[config.mk]
export PLATFORM = sky130hd
export DESIGN_NAME = upmc_host
export DESIGN_NICKNAME = d
export VERILOG_FILES = /design/src/upmc_pkg.sv /design/src/upmc_host.sv /design/src/upmc_timer.sv
export SDC_FILE = /design/constraint.sdc
export NUM_CORES = 1
export LEC_CHECK = 0
export ABC_AREA = 1
export BUFFER_PORTS_ARGS = -buffer_cell sky130_fd_sc_hd__buf_2
export CAP_MARGIN = 20
export CORE_MARGIN = 2
export CORE_UTILIZATION = 35
export DETAILED_ROUTE_END_ITERATION = 10
export SYNTH_ARGS = -nofsm -noshare
export SYNTH_HDL_FRONTEND = slang
export SYNTH_SLANG_ARGS = --single-unit
[constraint.sdc]
create_clock -name mclk -period 1.6 [get_ports mclk]
set_input_delay 0 -clock mclk [delete_from_list [all_inputs] [get_ports mclk]]
set_output_delay 0 -clock mclk [all_outputs]
set_load 0.02 [all_outputs]
[src/upmc_pkg.sv]
// Constants shared by the prom host controller
package upmc_pkg;
    localparam int unsigned CLK_PERIOD_PS = 8000;
    // Access delays in ns, as for the slowest speed grade
    localparam int unsigned ADDRESS_ACCESS_DELAY_NS = 250;
    localparam int unsigned OUTPUT_ENABLE_DELAY_NS = 75;
    localparam int unsigned FLOAT_DELAY_NS = 30;
    // Program pulse in us
    localparam int unsigned PROG_PULSE_US = 100;
    localparam int unsigned ACC_CYC = (ADDRESS_ACCESS_DELAY_NS * 1000 + CLK_PERIOD_PS - 1) / CLK_PERIOD_PS;
    localparam int unsigned OE_CYC = (OUTPUT_ENABLE_DELAY_NS * 1000 + CLK_PERIOD_PS - 1) / CLK_PERIOD_PS;
    localparam int unsigned DF_CYC = (FLOAT_DELAY_NS * 1000 + CLK_PERIOD_PS - 1) / CLK_PERIOD_PS;
    localparam int unsigned PULSE_CYC = (PROG_PULSE_US * 1000000 + CLK_PERIOD_PS - 1) / CLK_PERIOD_PS;
    localparam int unsigned ADDR_W = 16;
    localparam int unsigned DATA_W = 8;
    localparam int unsigned NDEV = 4;
    localparam int unsigned CNT_W = 16;
    localparam logic [ADDR_W-1:0] ID_ADDR_MFR = 16'h0000;
    localparam logic [ADDR_W-1:0] ID_ADDR_DEV = 16'h0001;
    localparam int unsigned PARITY_BIT = 7;
    // Command codes
    localparam logic [1:0] CMD_READ = 2'h0;
    localparam logic [1:0] CMD_PROGRAM = 2'h1;
    localparam logic [1:0] CMD_IDENT = 2'h2;
    typedef enum logic [5:0] {
        UPMC_IDLE = 6'h01,
        UPMC_SETUP = 6'h02,
        UPMC_ACCESS = 6'h04,
        UPMC_PULSE = 6'h08,
        UPMC_VERIFY = 6'h10,
        UPMC_FLOAT = 6'h20
    } upmc_state_e;
endpackage

[src/upmc_host.sv]
// Host controller driving a byte-wide prom array over its pins
`timescale 1ns/1ps
// Operation
// - Program pulse only on selected chip select
// - Shared lines, per-device chip selects
// - Verify with both selects low, read back
// - Identification voltage with selects low
// - Byte select low then high
// - Other address lines low in identification
// - Data driven only with chip select low, output enable high
// - Decoded chip select, common output enable
// - Program with chip select low, high voltage
module upmc_host (
    // Clock and reset
    input wire logic mclk,
    input wire logic rst_n,
    input wire logic clk_en,
    // Command port
    input wire logic cmd_valid,
    input wire logic [1:0] cmd_op,
    input wire logic [1:0] cmd_dev,
    input wire logic [upmc_pkg::ADDR_W-1:0] cmd_addr,
    input wire logic [upmc_pkg::DATA_W-1:0] cmd_wdata,
    output logic cmd_ready,
    output logic rsp_valid,
    output logic [upmc_pkg::DATA_W-1:0] rsp_rdata,
    output logic rsp_mismatch,
    output logic rsp_parity_err,
    // Device pins
    output logic [upmc_pkg::ADDR_W-1:0] addr_out,
    output logic [upmc_pkg::NDEV-1:0] chip_sel_n,
    output logic out_en_n,
    output logic prog_volt_en,
    output logic ident_volt_en,
    output logic [upmc_pkg::DATA_W-1:0] data_lines_out,
    output logic data_lines_oe_n,
    input wire logic [upmc_pkg::DATA_W-1:0] data_lines_in
);
    upmc_pkg::upmc_state_e state_q;
    logic [1:0] op_q;
    logic [1:0] dev_q;
    logic [upmc_pkg::DATA_W-1:0] wdata_q;
    logic tmr_load;
    logic [upmc_pkg::CNT_W-1:0] tmr_value;
    logic tmr_done;
    logic [upmc_pkg::NDEV-1:0] dev_hit;

    upmc_timer u_timer (
        .mclk(mclk),
        .rst_n(rst_n),
        .ce(clk_en),
        .load(tmr_load),
        .value(tmr_value),
        .done(tmr_done)
    );

    always_comb begin
        tmr_load = 1'b0;
        tmr_value = '0;
        case (state_q)
            upmc_pkg::UPMC_IDLE: begin
                if (cmd_valid) begin
                    tmr_load = 1'b1;
                    tmr_value = upmc_pkg::CNT_W'(upmc_pkg::ACC_CYC);
                end
            end
            upmc_pkg::UPMC_SETUP: begin
                if (tmr_done) begin
                    tmr_load = 1'b1;
                    tmr_value = (op_q == upmc_pkg::CMD_PROGRAM) ? upmc_pkg::CNT_W'(upmc_pkg::PULSE_CYC)
                                                                 : upmc_pkg::CNT_W'(upmc_pkg::OE_CYC);
                end
            end
            upmc_pkg::UPMC_PULSE: begin
                if (tmr_done) begin
                    tmr_load = 1'b1;
                    tmr_value = upmc_pkg::CNT_W'(upmc_pkg::ACC_CYC);
                end
            end
            upmc_pkg::UPMC_ACCESS, upmc_pkg::UPMC_VERIFY: begin
                if (tmr_done) begin
                    tmr_load = 1'b1;
                    tmr_value = upmc_pkg::CNT_W'(upmc_pkg::DF_CYC);
                end
            end
            default: begin
                tmr_load = 1'b0;
            end
        endcase
    end

    always_ff @(posedge mclk or negedge rst_n) begin
        if (!rst_n) begin
            state_q <= upmc_pkg::UPMC_IDLE;
        end else if (clk_en) begin
            case (state_q)
                upmc_pkg::UPMC_IDLE: if (cmd_valid) state_q <= upmc_pkg::UPMC_SETUP;
                upmc_pkg::UPMC_SETUP: begin
                    if (tmr_done) begin
                        state_q <= (op_q == upmc_pkg::CMD_PROGRAM) ? upmc_pkg::UPMC_PULSE : upmc_pkg::UPMC_ACCESS;
                    end
                end
                upmc_pkg::UPMC_PULSE: if (tmr_done) state_q <= upmc_pkg::UPMC_VERIFY;
                upmc_pkg::UPMC_ACCESS, upmc_pkg::UPMC_VERIFY: if (tmr_done) state_q <= upmc_pkg::UPMC_FLOAT;
                upmc_pkg::UPMC_FLOAT: if (tmr_done) state_q <= upmc_pkg::UPMC_IDLE;
                default: state_q <= upmc_pkg::UPMC_IDLE;
            endcase
        end
    end

    // Command capture
    always_ff @(posedge mclk or negedge rst_n) begin
        if (!rst_n) begin
            op_q <= upmc_pkg::CMD_READ;
            dev_q <= 2'h0;
            wdata_q <= 8'hFF;
        end else if (clk_en && state_q == upmc_pkg::UPMC_IDLE && cmd_valid) begin
            op_q <= cmd_op;
            dev_q <= cmd_dev;
            wdata_q <= cmd_wdata;
        end
    end

    // Address: identification forces all lines low except byte select
    always_ff @(posedge mclk or negedge rst_n) begin
        if (!rst_n) begin
            addr_out <= '0;
        end else if (clk_en && state_q == upmc_pkg::UPMC_IDLE && cmd_valid) begin
            if (cmd_op == upmc_pkg::CMD_IDENT) begin
                addr_out <= cmd_addr[0] ? upmc_pkg::ID_ADDR_DEV : upmc_pkg::ID_ADDR_MFR;
            end else begin
                addr_out <= cmd_addr;
            end
        end
    end

    // Per-device selects share one decoder; unselected devices stay high
    for (genvar i = 0; i < upmc_pkg::NDEV; i++) begin : g_sel
        assign dev_hit[i] = (dev_q == 2'(i));
        always_ff @(posedge mclk or negedge rst_n) begin
            if (!rst_n) begin
                chip_sel_n[i] <= 1'b1;
            end else if (clk_en) begin
                // Held low across phase changes so a read strobe never meets a released select
                if (dev_hit[i] && (state_q == upmc_pkg::UPMC_SETUP || state_q == upmc_pkg::UPMC_PULSE)) begin
                    chip_sel_n[i] <= 1'b0;
                end else if (dev_hit[i] && (state_q == upmc_pkg::UPMC_ACCESS || state_q == upmc_pkg::UPMC_VERIFY)
                             && !tmr_done) begin
                    chip_sel_n[i] <= 1'b0;
                end else if (cmd_dev == 2'(i) && state_q == upmc_pkg::UPMC_IDLE && cmd_valid) begin
                    // New device index, the captured one is still the old command's
                    chip_sel_n[i] <= 1'b0;
                end else begin
                    chip_sel_n[i] <= 1'b1;
                end
            end
        end
    end

    // Output enable and high voltages
    always_ff @(posedge mclk or negedge rst_n) begin
        if (!rst_n) begin
            out_en_n <= 1'b1;
            prog_volt_en <= 1'b0;
            ident_volt_en <= 1'b0;
        end else if (clk_en) begin
            // Common read strobe low only while the bus is to be read
            out_en_n <= !((state_q == upmc_pkg::UPMC_ACCESS || state_q == upmc_pkg::UPMC_VERIFY) && !tmr_done
                          || (state_q == upmc_pkg::UPMC_SETUP && tmr_done && op_q != upmc_pkg::CMD_PROGRAM)
                          || (state_q == upmc_pkg::UPMC_PULSE && tmr_done));
            prog_volt_en <= (state_q == upmc_pkg::UPMC_SETUP && op_q == upmc_pkg::CMD_PROGRAM && tmr_done)
                            || (state_q == upmc_pkg::UPMC_PULSE && !tmr_done);
            if (state_q == upmc_pkg::UPMC_IDLE && cmd_valid) begin
                ident_volt_en <= (cmd_op == upmc_pkg::CMD_IDENT);
            end else if (state_q == upmc_pkg::UPMC_FLOAT && tmr_done) begin
                ident_volt_en <= 1'b0;
            end
        end
    end

    // Data drive only during the program pulse, so no fight with the device
    always_ff @(posedge mclk or negedge rst_n) begin
        if (!rst_n) begin
            data_lines_out <= 8'hFF;
            data_lines_oe_n <= 1'b1;
        end else if (clk_en) begin
            data_lines_out <= wdata_q;
            data_lines_oe_n <= !((state_q == upmc_pkg::UPMC_SETUP && op_q == upmc_pkg::CMD_PROGRAM && tmr_done)
                                 || (state_q == upmc_pkg::UPMC_PULSE && !tmr_done));
        end
    end

    // Response sampled at end of access window
    always_ff @(posedge mclk or negedge rst_n) begin
        if (!rst_n) begin
            rsp_valid <= 1'b0;
            rsp_rdata <= '0;
            rsp_mismatch <= 1'b0;
            rsp_parity_err <= 1'b0;
        end else if (clk_en) begin
            rsp_valid <= 1'b0;
            if ((state_q == upmc_pkg::UPMC_ACCESS || state_q == upmc_pkg::UPMC_VERIFY) && tmr_done) begin
                rsp_valid <= 1'b1;
                rsp_rdata <= data_lines_in;
                // Verify only flags zeros that failed to stick
                rsp_mismatch <= (state_q == upmc_pkg::UPMC_VERIFY) && ((data_lines_in & ~wdata_q) != '0);
                rsp_parity_err <= (op_q == upmc_pkg::CMD_IDENT) && !(^data_lines_in);
            end
        end
    end

    always_ff @(posedge mclk or negedge rst_n) begin
        if (!rst_n) begin
            cmd_ready <= 1'b0;
        end else if (clk_en) begin
            cmd_ready <= (state_q == upmc_pkg::UPMC_IDLE && !cmd_valid)
                         || (state_q == upmc_pkg::UPMC_FLOAT && tmr_done);
        end
    end
endmodule

[src/upmc_timer.sv]
// Down counter for pin timing
`timescale 1ns/1ps
module upmc_timer (
    // Clock and reset
    input wire logic mclk,
    input wire logic rst_n,
    input wire logic ce,
    // Control
    input wire logic load,
    input wire logic [upmc_pkg::CNT_W-1:0] value,
    output logic done
);
    logic [upmc_pkg::CNT_W-1:0] cnt_q;
    always_ff @(posedge mclk or negedge rst_n) begin
        if (!rst_n) begin
            cnt_q <= '0;
        end else if (ce) begin
            if (load) begin
                cnt_q <= value;
            end else if (cnt_q != '0) begin
                cnt_q <= cnt_q - 16'h0001;
            end
        end
    end
    // Zero count alone; the load request is built from it, so no path back
    assign done = (cnt_q == '0);
endmodule

**Yosys cells after proc, flatten, opt, wreduce, memory -nomap -nowiden**

Index checks and enable logic that the tools add are counted.

- Register bits: 78
- Output and inout port bits: 44
- Logic and storage cells: 139

- Add/subtract/negate cells: 1
- Equal/unequal tests: 21
- Multiplexer cells: 35
- Bitwise logic cells: 2
- Reduce and logical (&&, ||, !) cells: 60

Operator list:

| operator | number |
|---|---|
| 16-bit one-hot mux with 4 select lines | 1 |
| 16-bit two-way mux | 3 |
| 6-bit two-way mux | 7 |
| 1-bit logical AND | 35 |
| 6-bit one-hot mux with 5 select lines | 1 |
| 14-bit two-way mux | 2 |
| 1-bit two-way mux | 18 |
| 16-bit logical NOT | 1 |
| 16-bit nonzero test | 1 |
| 16-bit by 1-bit subtractor with 16-bit output (second input constant) | 1 |
| 2-bit equality test (second input constant) | 6 |
| 2-bit != test (second input constant) | 5 |
| 8-bit AND | 1 |
| 8-bit NOT | 1 |
| 8-bit nonzero test | 1 |
| 8-bit parity | 1 |
| 2-bit by 1-bit equality test with 1-bit output (second input constant) | 3 |
| 6-bit by 1-bit equality test with 1-bit output (second input constant) | 1 |
| 6-bit by 2-bit equality test with 1-bit output (second input constant) | 1 |
| 6-bit by 3-bit equality test with 1-bit output (second input constant) | 1 |
| 6-bit by 4-bit equality test with 1-bit output (second input constant) | 1 |
| 6-bit by 5-bit equality test with 1-bit output (second input constant) | 1 |
| 6-bit equality test (second input constant) | 1 |
| 1-bit logical OR | 6 |
| other kinds (11) | 19 |

**Depth between registers and ports, before layout**

- Depth in word-level cells: 6
- Mapped depth: 12
- Gate-level depth less buffers: 12

**Hierarchy**

Synthesis repeated with hierarchy kept, for this count alone.

- Cell total of the unflattened synthesis: 553
- Area, all modules: 4127.7 um^2

By module, submodules not included:

| module | instances | cells each | area an instance (um^2) |
|---|---|---|---|
| upmc_host | 1 | 365 | 2899.0 |
| upmc_timer | 1 | 188 | 1228.7 |

**Least setup slack after synthesis**

OpenSTA, ideal clock, no wires.

- Kind: reg2reg
- From: reg u_timer.cnt_q[0] (netlist bit)
- To: reg rsp_parity_err
- Library setup time: 0.118 ns
- Data arrival time: 1.491 ns
- Path slack: -0.009 ns
- Stages on the path, launching flop included: 11
- Path buffers: 1
- Period minus slack after synthesis: 1.609 ns
- Cell sequence: dfrtp_1 inv_1 ha_1 inv_1 nor3_1 nand2_1 nor3_2 inv_2 buf_6 nand2_1 nand2_1

- Cells in the longest elaborated chain, start to end: 3

Ends and longest elaborated chain:

| item | RTL line | text |
|---|---|---|
| start: declaration | upmc_timer.sv:13 | `logic [upmc_pkg::CNT_W-1:0] cnt_q;` |
| start signal: assignment | upmc_timer.sv:19 | `cnt_q <= value;` |
| start signal: assignment | upmc_timer.sv:21 | `cnt_q <= cnt_q - 16'h0001;` |
| 16-bit logical NOT | upmc_timer.sv:26 | `assign done = (cnt_q == '0);` |
| 1-bit logical AND | upmc_host.sv:202 | `if ((state_q == upmc_pkg::UPMC_ACCESS \|\| state_q == upmc_pkg::UPMC_VERIFY) && tmr_done) begin` |
| 2-bit AND reduction (no line) | -- |  |
| end signal: assignment | upmc_host.sv:207 | `rsp_parity_err <= (op_q == upmc_pkg::CMD_IDENT) && !(^data_lines_in);` |
| end: declaration | upmc_host.sv:28 | `output logic rsp_parity_err,` |

No other way between the ends.
A chain may end at the register's enable or synchronous reset.

**Worst setup path after layout**

- From: reg u_timer.cnt_q[1] (netlist bit)
- To: reg rsp_rdata[3] (netlist bit)

- Cells in the longest elaborated chain, start to end: 3

Ends and longest elaborated chain:

| item | RTL line | text |
|---|---|---|
| 16-bit logical NOT | upmc_timer.sv:26 |  |
| 1-bit logical AND | upmc_host.sv:202 |  |
| 2-bit AND reduction (no line) | -- |  |
| end signal: assignment | upmc_host.sv:204 | `rsp_rdata <= data_lines_in;` |
| end: declaration | upmc_host.sv:26 | `output logic [upmc_pkg::DATA_W-1:0] rsp_rdata,` |

No other way between the ends.

==> results.cfg <==
[drt]
wirelength_mm = 11.6
vias = 3862
met2_length_mm = 5.66
drt-met1-wl_mm = 5.27
wl_met3_um = 510
first_pass_iters = 4
highest_layer = met4
routedWlPerCell_um = 14.2
ant_nets = 0
drc = 0
viasPerCell = 4.72
first_iter_violations = 216

[floorplanning]
design.core.area_sq_um = 10900
die_y_um = 110
dieArea_sq_um = 12100
die_x_um = 110
rows = 38
io_pins = 84
start_util_pct = 36.0

[status]
status = finished, violations left
violations = negative setup slack

[placed_design]
gp_congestion = 0.904
dp_cells = 746
post_dp_cell_area_sq_um = 4820
dp_slack_ns = -0.295
port_buffers = 83
place_hpwl_mm = 7.45

[layout]
multi_input_area_sq_um = 1950
area_growth_syn_to_layout_pct = 51.2
final_area_sq_um = 5960
layout-drive-gt1-share_pct = 38.9
nNetsFinal = 716
stdcell_count = 819
regArea_sq_um = 1990
num-fill-cells = 987
diodes = 0

[clock_network]
cts_sinks = 78
clockBufferDepth = 2
cts_root_buf = clkbuf_16
cts_inserted_buffers = 9
cts_tree = done
htree_num_levels = 3
clk_pin_slew_worst_paths_ns = 0.06
insertion_delay_ns = 0.33

[synth]
yosys.area.top_type = dfrtp_1
syn_area_sq_um = 3940
synth-seq-area-share_pct = 50.3
yosysTopAreaCellShare_pct = 34.9
yosysMostFrequentCell = nand2_1
syn_area_per_cell_sq_um = 8.03
synthArstFlopShare_pct = 100
ys_ff_latch = 78
synth_cell_types = 28
synth-edff-count = 0
synthFlopType = dfrtp_1
synth_area_leaders = dfrtp_1, nand2_1, dfstp_2, inv_1, nand3_1
netlist_instances = 491
synthTopCellsByCount = nand2_1, dfrtp_1, inv_1
ys_warn_count = 0
synth_fp_nets = 533

[global_route]
antenna_found_initial = 0
overflow = 0
grt_pass1_vias = 3871
grt.total_usage_pct = 19.5
grt_pass1_wl_mm = 18.3
grt_max_degree = 33

[timing]
drv_slew = 0
tightest_slew_ns = 0.446
fin_crit_ns = 1.69
finalSetupViolCount = 33
finalHoldViolCount = 0
fin_crit_sh_pct = 105
clock_skew_ns = 0.00543
fmax_mhz = 593
slew_headroom_pct = 70.2
rsz0062_at_grt = yes
fin_setup_tns_ns = -1.69
layout_setup_ws_ns = -0.0872

[critical_path]
required_ns = 1.82
worstPathArrival_ns = 1.91
path_max_fanout = 5
cp-start-kind = flip-flop
setup.worst_path.end_class = flip-flop
crit_type = flip-flop to flip-flop

[power]
p_per_area_nw_per_um2 = 1750
static-leakage-power_nw = 3.14
ir_worst_vdd_v = 0.000781
power_mw = 10.4

[min_path]
hp-class = input pin to flip-flop

[run]
drv_cap = 0
==> what timing repair did <==
| action | in CTS | in global routing |
|---|---|---|
| endpoints found under the hold margin | 97 | 0 |
| hold buffers | 37 | 0 |
| cloned | 1 | 3 |
| setup buffers | 6 | 10 |
| pin swaps | 12 | 25 |
| gates resized for setup | 45 | 62 |
| endpoints found under the setup margin | 57 | 66 |
==> placed cells by master, fill, tap and decap left out, drive strengths merged <==
master / synthesis / layout
nor3: 3 / 3
clkbuf: 1 / 10
clkinv: 0 / 5
inv: 52 / 54
xor2: 12 / 12
a21oi: 5 / 5
ha: 2 / 2
o21a: 1 / 1
clkinvlp: 0 / 3
o22ai: 4 / 4
buf: 13 / 145
nand3: 31 / 31
xnor2: 8 / 8
a22o: 15 / 15
o31ai: 1 / 1
dlygate4sd3: 0 / 37
nor2: 45 / 45
nand4: 2 / 2
o21ai: 30 / 30
nand2: 188 / 188
dfstp: 23 / 23
dfrtp: 55 / 55
==> layout make-up <==
cell class	instances	share of cell area, %
clock inverter	6	0.588
tap	140	2.94
timing repair inverter	4	0.546
timing repair buffer	182	22.2
inverter	52	3.67
sequential	78	33.3
multi-input combinational	347	32.8
clock buffer	10	4.01
==> report_power, final <==
part	switching (mW)	internal (mW)	leakage, nW
registers	0.544	2.84	0.945
logic	2.99	2.18	2.05
clock network	0.800	1.09	0.139
total	4.33	6.11	3.14
==> metal layers <==
layer	GRT usage (%)	vias up
met5	0	-
met4	7.41	0
met3	3.12	15
met2	31.7	103
met1	26.3	1838
li1	-	1906
==> critical path, stage by stage, from the launching register on <==
cell and delay [ns]:
dfrtp_1 0.40, inv_2 0.09, ha_4 0.12, inv_2 0.04
nor3_2 0.18, nand2_2 0.16, nor3_4 0.26, clkinv_2 0.18
nand2_1 0.10, o21ai_2 0.05
==> through the flow <==
step,hold slack [ns],util [%]
final,0.0664,54.5
after CTS,0.0622,51.9
after floorplan,-0.296,-
after global routing,0.0970,54.5
after detailed placement,-0.0205,44.1
after global placement,-0.0325,44.1
==> path summary, 6_finish.rpt <==
kind,startpoint,end,slack [ns],cells after the start
max,u_timer.cnt_q[1],rsp_rdata[3],-0.09,9
min,clk_en,out_en_n,0.07,4
max reg2reg,u_timer.cnt_q[1],rsp_rdata[3],-0.09,9
min reg2reg,data_lines_out[3],data_lines_out[3],0.46,2
max in group asynchronous,rst_n,wdata_q[7],0.77,3
min in group asynchronous,rst_n,rsp_rdata[5],0.18,2
==> state kept, by name, summed over array words and instances (netlist names), 4 cells and up <==
signal / count
chip_sel_n: 4
rsp_rdata: 8
wdata_q: 8
data_lines_out: 8
u_timer.cnt_q: 16
addr_out: 16
state_q: 6
==> cells by family (layout without fill, tap and decap cells) <==
group	Yosys count	after routing	synth area share, %
AO/OA/AOI/OAI	56	56	9.56
AND/OR/NAND/NOR	269	269	28.0
adder cells (fa/ha/maj)	2	2	0.635
buffers and inverters	66	254	7.11
XOR/XNOR	20	20	4.44
flip-flops	78	78	50.3
Power figures use the tool's default switching activity.
